$ cat src/rtl/uiefc_map.svh
/*
 * Register offsets, field positions, reset values and fixed codes of the
 * interrupt identification and enhanced feature block.
 * Assumes inclusion by bare name from files under rtl/.
 */
`ifndef UIEFC_MAP_SVH
`define UIEFC_MAP_SVH

// ****************************************************************
// Register offsets on the 3-bit channel address
// ****************************************************************
`define UIEFC_OFS_IER      3'h1
`define UIEFC_OFS_IIR_FCR  3'h2
`define UIEFC_OFS_LCR      3'h3
`define UIEFC_OFS_MCR      3'h4
`define UIEFC_OFS_MSR_TCR  3'h6
`define UIEFC_OFS_SECOND_STOP_CHARACTER    3'h7
`define UIEFC_LCR_EXT_KEY  8'hBF

// ****************************************************************
// Field positions
// ****************************************************************
`define UIEFC_EFR_AUTO_CTS 7
`define UIEFC_EFR_AUTO_RTS 6
`define UIEFC_EFR_SPECIAL  5
`define UIEFC_EFR_WR_EN    4
`define UIEFC_IER_RXDATA   0
`define UIEFC_IER_THR      1
`define UIEFC_IER_LINE     2
`define UIEFC_IER_MODEM    3
`define UIEFC_IER_XOFF     5
`define UIEFC_IER_RTS      6
`define UIEFC_IER_CTS      7
`define UIEFC_FCR_FIFO_EN  0
`define UIEFC_MCR_RTS      1
`define UIEFC_MCR_TCR_SEL  6
`define UIEFC_MSR_CTS      4
`define UIEFC_IIR_FLOWLINE 5
`define UIEFC_IIR_XOFF     4

// ****************************************************************
// Protected write masks, reset values and codes
// ****************************************************************
`define UIEFC_IER_PROT     8'hF0
`define UIEFC_FCR_PROT     8'h30
`define UIEFC_MCR_PROT     8'hE0
`define UIEFC_RST_REG      8'h00
`define UIEFC_CODE_LINE    3'h3
`define UIEFC_CODE_TMO     3'h6
`define UIEFC_CODE_RXDATA  3'h2
`define UIEFC_CODE_THR     3'h1
`define UIEFC_CODE_NONE    3'h0
`define UIEFC_TCR_SHIFT    2

`endif

$ cat src/rtl/uiefc_pkg.sv
/*
 * Types of the interrupt identification and enhanced feature block.
 * Assumes uiefc_map.svh is available for the design files.
 */
package uiefc_pkg;

    // Pending sources, index 0 is highest priority
    typedef enum logic [2:0] {
        UIEFC_SRC_LINE   = 3'h0,
        UIEFC_SRC_TMO    = 3'h1,
        UIEFC_SRC_RXDATA = 3'h2,
        UIEFC_SRC_THR    = 3'h3,
        UIEFC_SRC_MODEM  = 3'h4,
        UIEFC_SRC_XOFF   = 3'h5,
        UIEFC_SRC_FLOW   = 3'h6
    } uiefc_src_t;

    // Auto-RTS hysteresis states
    typedef enum logic [1:0] {
        UIEFC_RTS_RUN  = 2'b01,
        UIEFC_RTS_HALT = 2'b10
    } uiefc_rts_t;

endpackage

$ cat src/rtl/uiefc_prio.sv
/*
 * Priority encoder: pending source vector to identification byte.
 * Assumes pending bits are already gated by their enables.
 */
`timescale 1ns/1ps
`default_nettype none
`include "uiefc_map.svh"

module uiefc_prio (
    input  wire logic [6:0] pend,
    input  wire logic       fifo_en,
    output logic [7:0]      interrupt_cause_id,
    output logic [2:0]      src,
    output logic            any
);
    always_comb begin
        interrupt_cause_id = {{2{fifo_en}}, 6'h01};
        src = uiefc_pkg::UIEFC_SRC_LINE;
        any = |pend;
        if (pend[0]) begin
            interrupt_cause_id[3:0] = {`UIEFC_CODE_LINE, 1'b0};
            src = uiefc_pkg::UIEFC_SRC_LINE;
        end else if (pend[1]) begin
            interrupt_cause_id[3:0] = {`UIEFC_CODE_TMO, 1'b0};
            src = uiefc_pkg::UIEFC_SRC_TMO;
        end else if (pend[2]) begin
            interrupt_cause_id[3:0] = {`UIEFC_CODE_RXDATA, 1'b0};
            src = uiefc_pkg::UIEFC_SRC_RXDATA;
        end else if (pend[3]) begin
            interrupt_cause_id[3:0] = {`UIEFC_CODE_THR, 1'b0};
            src = uiefc_pkg::UIEFC_SRC_THR;
        end else if (pend[4]) begin
            interrupt_cause_id[3:0] = {`UIEFC_CODE_NONE, 1'b0};
            src = uiefc_pkg::UIEFC_SRC_MODEM;
        end else if (pend[5]) begin
            interrupt_cause_id[3:0] = 4'h0;
            interrupt_cause_id[`UIEFC_IIR_XOFF] = 1'b1;
            src = uiefc_pkg::UIEFC_SRC_XOFF;
        end else if (pend[6]) begin
            interrupt_cause_id[4:0] = 5'h00;
            interrupt_cause_id[`UIEFC_IIR_FLOWLINE] = 1'b1;
            src = uiefc_pkg::UIEFC_SRC_FLOW;
        end
    end
endmodule

`default_nettype wire

$ cat src/rtl/uiefc_top.sv
/*
 * One UART channel's interrupt identification and enhanced feature logic,
 * with the channel registers it needs (INTERRUPT_ENABLE_REG, FIFO_CONTROL, LCR, MODEM_CONTROL_REG, MODEM_STATUS_REG, FLOW_THRESHOLD_CONTROL,
 * second stop character, enhanced feature control).
 * Assumes one-cycle read/write strobes from the channel's bus decoder on
 * clk, and FIFO status levels from the surrounding UART on the same clock.
 */
`timescale 1ns/1ps
`default_nettype none
`include "uiefc_map.svh"

module uiefc_top #(
    parameter int FILL_W = 7
) (
    input  wire logic              clk,
    input  wire logic              nrst,
    input  wire logic [2:0]        addr,
    input  wire logic              wr_stb,
    input  wire logic              rd_stb,
    input  wire logic [7:0]        wdata,
    input  wire logic              line_err,
    input  wire logic              rx_timeout,
    input  wire logic              rx_at_trigger,
    input  wire logic              tx_below_thr,
    input  wire logic              thr_write,
    input  wire logic              xoff_received,
    input  wire logic              rx_char_valid,
    input  wire logic [7:0]        rx_char,
    input  wire logic [FILL_W-1:0] rx_fill,
    input  wire logic              cts_n_pin,
    input  wire logic              dsr_n_pin,
    input  wire logic              ri_n_pin,
    input  wire logic              cd_n_pin,
    output logic [7:0]             rdata,
    output logic                   irq,
    output logic                   tx_halt,
    output logic                   rts_n,
    output logic [3:0]             swfc_mode,
    output logic                   fifo_enable
);
    // ****************************************************************
    // State
    // ****************************************************************
    typedef struct packed {
        logic [7:0]             interrupt_enable_reg;
        logic [7:0]             fifo_control;
        logic [7:0]             lcr;
        logic [7:0]             modem_control_reg;
        logic [7:0]             flow_threshold_control;
        logic [7:0]             second_stop_character;
        logic [7:0]             enhanced_feature_control;
        logic [3:0]             s1;
        logic [3:0]             s2;
        logic [3:0]             s3;
        logic [3:0]             lines;
        logic [3:0]             delta;
        logic                   thr_pend;
        logic                   thr_prev;
        logic                   xoff_pend;
        logic                   flow_pend;
        uiefc_pkg::uiefc_rts_t  rts_st;
        logic [7:0]             rdata;
        logic                   irq;
        logic                   tx_halt;
        logic                   rts_n;
    } uiefc_state_t;

    uiefc_state_t st_q;
    uiefc_state_t st_d;

    logic [6:0] pend;
    logic [7:0] iir_val;
    logic [2:0] iir_src;
    logic       iir_any;

    function automatic logic [FILL_W-1:0] level(input logic [3:0] code);
        level = FILL_W'({code, 2'b00});
    endfunction

    // ****************************************************************
    // Pending sources and priority
    // ****************************************************************
    always_comb begin
        pend[0] = line_err & st_q.interrupt_enable_reg[`UIEFC_IER_LINE];
        pend[1] = rx_timeout & st_q.interrupt_enable_reg[`UIEFC_IER_RXDATA];
        pend[2] = rx_at_trigger & st_q.interrupt_enable_reg[`UIEFC_IER_RXDATA];
        pend[3] = st_q.thr_pend & st_q.interrupt_enable_reg[`UIEFC_IER_THR];
        pend[4] = (|st_q.delta) & st_q.interrupt_enable_reg[`UIEFC_IER_MODEM];
        pend[5] = st_q.xoff_pend & st_q.interrupt_enable_reg[`UIEFC_IER_XOFF];
        pend[6] = st_q.flow_pend &
                  (st_q.interrupt_enable_reg[`UIEFC_IER_CTS] | st_q.interrupt_enable_reg[`UIEFC_IER_RTS]);
    end

    uiefc_prio u_prio (
        .pend    (pend),
        .fifo_en (st_q.fifo_control[`UIEFC_FCR_FIFO_EN]),
        .interrupt_cause_id     (iir_val),
        .src     (iir_src),
        .any     (iir_any)
    );

    // ****************************************************************
    // Next state
    // ****************************************************************
    always_comb begin
        logic ext;
        logic wen;
        logic tcr_sel;
        logic iir_rd;
        logic msr_rd;
        logic cts_rise;
        logic rts_rise;
        logic thr_cond;
        logic [7:0] modem_status_reg;
        ext      = (st_q.lcr == `UIEFC_LCR_EXT_KEY);
        wen      = st_q.enhanced_feature_control[`UIEFC_EFR_WR_EN];
        tcr_sel  = wen & st_q.modem_control_reg[`UIEFC_MCR_TCR_SEL];
        iir_rd   = rd_stb & (addr == `UIEFC_OFS_IIR_FCR) & ~ext;
        msr_rd   = rd_stb & (addr == `UIEFC_OFS_MSR_TCR) & ~tcr_sel;
        modem_status_reg      = {~st_q.lines, st_q.delta};
        st_d     = st_q;

        // Pin synchronisers, a change counts once stages two and three agree
        st_d.s1  = {cd_n_pin, ri_n_pin, dsr_n_pin, cts_n_pin};
        st_d.s2  = st_q.s1;
        st_d.s3  = st_q.s2;
        for (int i = 0; i < 4; i++) begin
            if (st_q.s2[i] == st_q.s3[i]) begin
                st_d.lines[i] = st_q.s3[i];
            end
        end
        cts_rise = st_d.lines[0] & ~st_q.lines[0];

        // Register writes
        if (wr_stb) begin
            case (addr)
                `UIEFC_OFS_IER: begin
                    if (~st_q.lcr[7]) begin
                        st_d.interrupt_enable_reg = wen ? wdata :
                            (st_q.interrupt_enable_reg & `UIEFC_IER_PROT) |
                            (wdata & ~`UIEFC_IER_PROT);
                    end
                end
                `UIEFC_OFS_IIR_FCR: begin
                    if (ext) begin
                        st_d.enhanced_feature_control = wdata;
                    end else begin
                        st_d.fifo_control = wen ? wdata :
                            (st_q.fifo_control & `UIEFC_FCR_PROT) |
                            (wdata & ~`UIEFC_FCR_PROT);
                    end
                end
                `UIEFC_OFS_LCR: begin
                    st_d.lcr = wdata;
                end
                `UIEFC_OFS_MCR: begin
                    if (~ext) begin
                        st_d.modem_control_reg = wen ? wdata :
                            (st_q.modem_control_reg & `UIEFC_MCR_PROT) |
                            (wdata & ~`UIEFC_MCR_PROT);
                    end
                end
                `UIEFC_OFS_MSR_TCR: begin
                    if (tcr_sel & ~ext) begin
                        st_d.flow_threshold_control = wdata;
                    end
                end
                `UIEFC_OFS_SECOND_STOP_CHARACTER: begin
                    if (ext) begin
                        st_d.second_stop_character = wdata;
                    end
                end
                default: begin
                end
            endcase
        end

        // Register reads
        if (rd_stb) begin
            case (addr)
                `UIEFC_OFS_IER:      st_d.rdata = st_q.lcr[7] ? 8'h00 : st_q.interrupt_enable_reg;
                `UIEFC_OFS_IIR_FCR:  st_d.rdata = ext ? st_q.enhanced_feature_control : iir_val;
                `UIEFC_OFS_LCR:      st_d.rdata = st_q.lcr;
                `UIEFC_OFS_MCR:      st_d.rdata = st_q.modem_control_reg;
                `UIEFC_OFS_MSR_TCR:  st_d.rdata = tcr_sel ? st_q.flow_threshold_control : modem_status_reg;
                `UIEFC_OFS_SECOND_STOP_CHARACTER:    st_d.rdata = ext ? st_q.second_stop_character : 8'h00;
                default:             st_d.rdata = 8'h00;
            endcase
        end

        // Modem change flags, set wins over the clearing read
        if (msr_rd) begin
            st_d.delta = 4'h0;
        end
        st_d.delta = st_d.delta | (st_d.lines ^ st_q.lines);

        // Transmit space: new edge of enable or level raises it
        thr_cond    = tx_below_thr & st_q.interrupt_enable_reg[`UIEFC_IER_THR];
        st_d.thr_prev = thr_cond;
        if ((iir_rd && iir_src == uiefc_pkg::UIEFC_SRC_THR && iir_any)
            || thr_write) begin
            st_d.thr_pend = 1'b0;
        end
        if (thr_cond & ~st_q.thr_prev) begin
            st_d.thr_pend = 1'b1;
        end

        // Stop or special character flag
        if (iir_rd && iir_src == uiefc_pkg::UIEFC_SRC_XOFF && iir_any) begin
            st_d.xoff_pend = 1'b0;
        end
        if (xoff_received || (rx_char_valid &&
            st_q.enhanced_feature_control[`UIEFC_EFR_SPECIAL] && rx_char == st_q.second_stop_character)) begin
            st_d.xoff_pend = 1'b1;
        end

        // Automatic RTS hysteresis
        case (st_q.rts_st)
            uiefc_pkg::UIEFC_RTS_RUN: begin
                if (rx_fill >= level(st_q.flow_threshold_control[3:0])) begin
                    st_d.rts_st = uiefc_pkg::UIEFC_RTS_HALT;
                end
            end
            uiefc_pkg::UIEFC_RTS_HALT: begin
                if (rx_fill <= level(st_q.flow_threshold_control[7:4])) begin
                    st_d.rts_st = uiefc_pkg::UIEFC_RTS_RUN;
                end
            end
            default: begin
                st_d.rts_st = uiefc_pkg::UIEFC_RTS_RUN;
            end
        endcase
        if (st_q.enhanced_feature_control[`UIEFC_EFR_AUTO_RTS]) begin
            st_d.rts_n = (st_d.rts_st == uiefc_pkg::UIEFC_RTS_HALT);
        end else begin
            st_d.rts_n = ~st_d.modem_control_reg[`UIEFC_MCR_RTS];
        end
        rts_rise = st_d.rts_n & ~st_q.rts_n;

        // Flow line going inactive
        if (iir_rd && iir_src == uiefc_pkg::UIEFC_SRC_FLOW && iir_any) begin
            st_d.flow_pend = 1'b0;
        end
        if ((cts_rise & st_q.interrupt_enable_reg[`UIEFC_IER_CTS]) |
            (rts_rise & st_q.interrupt_enable_reg[`UIEFC_IER_RTS])) begin
            st_d.flow_pend = 1'b1;
        end

        st_d.tx_halt = st_d.enhanced_feature_control[`UIEFC_EFR_AUTO_CTS] & st_d.lines[0];
        st_d.irq     = |pend;
    end

    // ****************************************************************
    // Registers
    // ****************************************************************
    always_ff @(posedge clk or negedge nrst) begin
        if (!nrst) begin
            st_q        <= '0;
            st_q.enhanced_feature_control    <= `UIEFC_RST_REG;
            st_q.s1     <= 4'hF;
            st_q.s2     <= 4'hF;
            st_q.s3     <= 4'hF;
            st_q.lines  <= 4'hF;
            st_q.rts_st <= uiefc_pkg::UIEFC_RTS_RUN;
            st_q.rts_n  <= 1'b1;
        end else begin
            st_q <= st_d;
        end
    end

    assign rdata       = st_q.rdata;
    assign irq         = st_q.irq;
    assign tx_halt     = st_q.tx_halt;
    assign rts_n       = st_q.rts_n;
    assign swfc_mode   = st_q.enhanced_feature_control[3:0];
    assign fifo_enable = st_q.fifo_control[`UIEFC_FCR_FIFO_EN];
endmodule

`default_nettype wire

$ cat config.mk
export PLATFORM = sky130hd
export DESIGN_NAME = uiefc_top
export DESIGN_NICKNAME = d
export VERILOG_FILES = /design/src/rtl/uiefc_pkg.sv /design/src/rtl/uiefc_prio.sv /design/src/rtl/uiefc_top.sv
export VERILOG_INCLUDE_DIRS = /design/src /design/src/rtl
export SDC_FILE = /design/constraint.sdc
export NUM_CORES = 1
export LEC_CHECK = 0
export ABC_AREA = 1
export BUFFER_PORTS_ARGS = -buffer_cell sky130_fd_sc_hd__buf_2
export CAP_MARGIN = 20
export CORE_MARGIN = 5
export CORE_UTILIZATION = 27
export CTS_BUF_LIST = sky130_fd_sc_hd__clkbuf_4 sky130_fd_sc_hd__clkbuf_8
export CTS_CLUSTER_DIAMETER = 60
export DETAILED_ROUTE_END_ITERATION = 8
export PLACE_DENSITY_LB_ADDON = 0.08
export SLEW_MARGIN = 20
export SYNTH_ARGS = -nofsm -noshare
export SYNTH_HDL_FRONTEND = slang
export SYNTH_SLANG_ARGS = --single-unit
$ cat constraint.sdc
create_clock -name clk -period 1.7 [get_ports clk]
set_clock_uncertainty 0.1 [all_clocks]
set_input_delay 0.17 -clock clk [delete_from_list [all_inputs] [get_ports clk]]
set_output_delay 0.17 -clock clk [all_outputs]
set_load 0.01 [all_outputs]
## Word level (Yosys, flattened, before mapping)

Cells that the tools add are included.

| word-level totals | value |
|---|---|
| flip-flop bits (word level) | 91 |
| input port bits | 41 |
| output and inout bits | 16 |
| word-level logic and storage cells | 152 |

| operators by class | value |
|---|---|
| $lt $le $gt $ge | 2 |
| eq/ne operators | 18 |
| multiplexer cells | 52 |
| bitwise logic cells | 35 |
| reduce and logical (&&, ||, !) cells | 22 |

Operators by type and width:

| operator | count |
|---|---|
| two-way mux 8 bit | 12 |
| one-hot mux 8 bit (6 select lines) | 1 |
| two-way mux 26 bit | 1 |
| two-way mux 4 bit | 6 |
| two-way mux 3 bit | 7 |
| bitwise AND 1 bit | 20 |
| two-way mux 2 bit | 9 |
| AND reduction 3 bit | 6 |
| == test 3 bit, second input constant | 5 |
| two-way mux 1 bit | 12 |
| two-way mux 6 bit | 2 |
| == test 3 x 2 -> 1 bit, second input constant | 3 |
| == test 8 bit | 1 |
| == test 8 bit, second input constant | 1 |
| logical AND 1 bit | 8 |
| OR 8 x 4 -> 8 bit | 1 |
| OR 8 x 5 -> 8 bit | 1 |
| greater-or-equal comparator 7 x 6 -> 1 bit | 1 |
| less-or-equal comparator 7 x 6 -> 1 bit | 1 |
| inverter 1 bit | 7 |
| OR reduction 7 bit | 1 |
| OR 6 x 4 -> 6 bit | 1 |
| nonzero test 2 bit | 3 |
| two-way mux 5 bit | 1 |
| 12 further kinds | 18 |

## Depth between registers and ports, before layout

| logic depth | value |
|---|---|
| word-level depth | 15 |
| mapped depth | 12 |
| mapped depth without buffers | 12 |

## Hierarchy

From an unflattened synthesis, not the netlist that was laid out.

| second synthesis, totals | value |
|---|---|
| cells, all modules | 540 |
| area total of the unflattened synthesis | 4,479.3 µm² |

By module, submodules not included:

| module | instances | cells each | area an instance (µm²) | sequential area each (µm²) |
|---|---|---|---|---|
| uiefc_top | 1 | 510 | 4,311.6 | 2,174.6 |
| uiefc_prio | 1 | 30 | 167.7 | 0.0 |

## Least setup slack after synthesis

Ideal clock, no wire load.

| timing path | value |
|---|---|
| path type | reg-to-reg |
| start | register st_q[60] in the netlist's numbering |
| end | register st_q[13] in the netlist's numbering |
| setup time | 0.065 ns |
| arrival time | 1.377 ns |
| required time | 1.535 ns |
| slack | 0.158 ns |
| cell stages (with the launch flop) | 13 |
| buffers on the path | 0 |
| clock period less this slack | 1.542 ns |
| cells stage by stage | dfrtp_1 -> inv_1 -> ha_1 -> inv_1 -> nor2_1 -> nand3_1 -> nand3_1 -> nand3_1 -> a21oi_1 -> nand2_1 -> nand2_1 -> nand2_1 -> nand2_1 |

RTL lines:

| what | RTL line | RTL |
|---|---|---|
| start, declared | uiefc_top.sv:68 | `uiefc_state_t st_q;` |
| start signal, assigned | uiefc_top.sv:267 | `st_q <= st_d;` |

## Worst setup path after layout

| timing path | value |
|---|---|
| start | register st_q[74] in the netlist's numbering |
| end | register st_q, in the netlist rdata[3] |

| between the ends | value |
|---|---|
| cells in the longest elaborated chain, start to end | 3 |
| elaborated cells on any way between the ends | 4 |
| classes of those cells | 1 x eq/ne; 3 x mux |

Ends and longest elaborated chain:

| what | RTL line | RTL |
|---|---|---|
| == test 8 bit (no source line) * | -- |  |
| two-way mux 8 bit, on equally long branches | uiefc_top.sv:186, uiefc_top.sv:182 |  |
| one-hot mux 8 bit (6 select lines) * | uiefc_top.sv:180 | `case (addr)` |

Every way passes the cells marked *; elsewhere a longest branch is shown, timed or not.
A chain may end at the register's enable or synchronous reset.

==> run_results.csv <==
group,metric,value,unit
critical_path,reg2regPathDepth,9,
critical_path,r2r_end,"rdata[3]",
route,dr.pass1.iters,5,
hold_path,hold_depth,3,
global_routing,grt-ovfl-total,0,
floorplan,row_count,46,
logic_synthesis,synth_area,4350,µm²
final_layout,diodes,0,
floorplan,io_pins,57,
logic_synthesis,synth_compound_area_share,11.7,%
outcome,status,"finished, final reports clean",
critical_path,path_buf_inv,1,
critical_path,critPathLaunchType,"flip-flop",
sta,setup_viol,0,
clocking,cts-root-buf,"clkbuf_8",
critical_path,r2r_start,"st_q[74]",
power,p_per_area,964,nW/µm²
clocking,clock_latency,0.37,ns
sta,fmax,598,MHz
clocking,clkTransAtPathRegs,0.09,ns
critical_path,crit_path_frequent_cell,"nand2_1",
sta,tightest_slew,0.495,ns
power,leakage,0.00284,µW
power,vdd_ir_drop_max,0.538,mV
hold_path,hold_start,"rd_stb",
sta,slew_headroom,66.9,%
critical_path,path_max_fanout,6,
power,swShare,32.9,%
floorplan,die_w,137,µm
placement,dpl.hpwl,10900,µm
placement,gp_congestion,0.841,
sta,rsz0062_at_grt,"true",
route,routedWlPerCell,16.5,µm
placement,placement.io_buffers,56,
global_routing,grt_start_max_net_pins,36,
power,power_frac_comb,26.9,%
route,wl,14200,µm
global_routing,antenna_found_initial,0,
global_routing,grt_pass1_vias,3670,
logic_synthesis,synthMuxAreaShare,0.460,%
power,clkPwrFrac,25.8,%
floorplan,initial_utilization,27.5,%
logic_synthesis,yosysWarningCount,0,
final_layout,fillers,1699,
critical_path,critPathLaunch,"st_q[74]",
floorplan,core_area,15800,µm²
critical_path,cp_data_arrival_time,1.84,ns
route,ant_nets,0,
hold_path,min_to,"rdata[5]",
clocking,clock_path_buffers,2,
critical_path,path_delay_family,"simple AND/OR/NAND/NOR gates",
hold_path,hold_class,"input pin to flip-flop",
sta,fin_crit,1.67,ns
logic_synthesis,synth-xor-area-share,1.61,%
clocking,tritoncts,"built",
logic_synthesis,synth_cells,526,
critical_path,critPathKind,"flip-flop to flip-flop",
route,vias,3851,
route,route.detailed.drc,0,
clocking,htreeDepth,3,
sta,finalWorstSetupSlack,0.0282,ns
power,p_switching,1790,µW
final_layout,area_growth_syn_to_layout,29.6,%
final_layout,final_core_util,35.6,%
global_routing,grt_pass1_wl,21400,µm
final_layout,nets,689,
sta,maxSlewViolCount,0,
critical_path,worst-endpoint-required,1.87,ns
logic_synthesis,syn_nets,578,
floorplan,dieArea,18800,µm²
route,viasPerCell,4.49,
route,dr.first_iter.drc_count,217,
power,intPower,3650,µW
final_layout,multi_input_comb_area,1890,µm²
floorplan,die_h,137,µm
logic_synthesis,avgSynthCellArea,8.27,µm²
logic_synthesis,synth_top_family_by_area,"simple AND/OR/NAND/NOR gates",
power,report.power.total,5440,µW
final_layout,drive_above_1_share,28.8,%
placement,dp_cells,815,
logic_synthesis,synth_fa_ha_area_share,3.62,%
critical_path,endpoint_kind,"flip-flop",
final_layout,stdcell_count,858,
critical_path,critPathSlowestCell,"dfrtp_1",
sta,finalHoldViolations,0,
global_routing,track_usage,15.5,%
clocking,numCtsBuffers,9,
logic_synthesis,synth_cell_types,38,
critical_path,worst-r2r-setup-slack,0.03,ns
critical_path,max_stage_delay,0.42,ns
run,maxCapViolations,0,
logic_synthesis,ys_ff_latch,86,
critical_path,crit_chain,"nand2_1 > nor3_4 > nand2_4 > buf_6 > nand2_2 > o211ai_1 > nand4_1 > nand2_1 > nand2_1",
sta,fin_crit_sh,98.3,%
placement,dp_worst_setup_slack,-0.0914,ns
logic_synthesis,ys_seq_area_share,50.0,%
clocking,clock_sinks,86,
power,power_frac_seq,47.3,%
logic_synthesis,synth-simple-area-share,22.9,%
final_layout,ff_latch_area,2170,µm²
sta,worst_hold_slack,0.0525,ns
-- registers in the layout, summed over array words and instances (netlist names) --
signal       cells
fifo_enable      1
irq              1
rts_n            1
rdata            8
st_d             8
swfc_mode        4
tx_halt          1
st_q            62
-- cells in the mapped netlist, drive strengths merged --
cell type / number / share of area (%)
nor3: 6 / 0.81
a21oi: 16 / 1.8
xnor2: 6 / 1.2
o22ai: 3 / 0.43
o21a: 1 / 0.17
ha: 11 / 3.2
nor2: 19 / 1.7
a21boi: 1 / 0.17
o211ai: 3 / 0.63
nand4: 9 / 1.6
nand2: 161 / 14
mux2i: 2 / 0.46
o21ai: 67 / 7.7
xor2: 2 / 0.40
and2: 1 / 0.14
maj3: 2 / 0.46
nand3: 29 / 4.0
a31oi: 3 / 0.43
dfrtp: 68 / 39
clkinv: 2 / 0.17
buf: 19 / 3.3
dfstp: 18 / 11
nor3b: 1 / 0.17
nand3b: 2 / 0.35
inv: 72 / 6.2
a22oi: 2 / 0.35
-- worst min-delay path: stages --
cell     delay (ns)
buf_2          0.18
nand2_1        0.09
nand2_1        0.04
-- cells by family after synthesis --
family / after synthesis
DFF: 86
buffers and inverters: 93
adders and majority gates: 13
and+or+nand+nor: 228
xor gates and xnor gates: 8
muxes: 2
AOI/OAI and AO/OA: 96
-- layout by cell type (no fill, tap or decap), types with 5 or more instances in the layout --
cell	synthesis	routed
o21ai_0	52	49
dlygate4sd3_1	0	16
dfstp_2	18	18
buf_4	13	42
inv_1	65	60
xnor2_1	6	6
o21ai_1	15	14
nand2_1	158	151
nand4_1	8	8
nand2_2	3	6
nor2_2	1	5
nor2_1	18	14
ha_1	11	9
inv_2	7	11
a21oi_1	16	13
buf_2	4	55
nand3_1	26	23
clkbuf_8	0	11
dfrtp_1	68	68
-- layout make-up --
cell class	count	area share, %
clock buffer	13	2.95
sequential	86	38.6
inverter	74	5.02
timing repair buffer	119	14.8
multi-input combinational	347	33.5
clock inverter	3	0.311
tap	216	4.79
-- layer usage --
layer	global-route usage (%)	share of wire (%)
met5	0	0
met3	3.05	4.3
met2	23.8	46
met1	21.9	48
met4	4.55	1.3
-- per-stage QoR --
step                      cell area [µm²]  setup TNS (ns)
after floorplan                      4350               0
after global placement               5050          -0.288
after detailed placement             5050          -0.224
after CTS                            5440         -0.0363
after global routing                 5640          -0.246
final                                5640               0
-- how the worst max path moves through the flow --
| stage | to | slack [ns] | cells past startpoint |
|---|---|---|---|
| after floorplan | st_q[13] | 0.16 | 12 |
| after global placement | st_q[41] | -0.1 | 7 |
| after detailed placement | st_q[41] | -0.09 | 7 |
| after CTS | rdata[3] | -0.02 | 9 |
| after global routing | st_q[13] | -0.11 | 12 |
| final | rdata[3] | 0.03 | 9 |
-- power groups by stage --
stage / sequential (µW) / clock (µW) / combinational, µW
4_1_cts: 2570 / 1480 / 1330
3_5_place_dp: 2600 / 0 / 1250
6_report: 2570 / 1400 / 1460
2_1_floorplan: 2540 / 0 / 761
5_1_grt: 2610 / 1540 / 1660
3_3_place_gp: 2600 / 0 / 1240
-- repair_timing --
action,in CTS,in global routing
endpoints found under the hold margin,84,0
hold buffers,16,0
buffers inserted,2,9
endpoints found under the setup margin,9,37
resized for setup,10,35
pin swaps,1,12
Note: power is estimated with default switching activity, not from simulation.
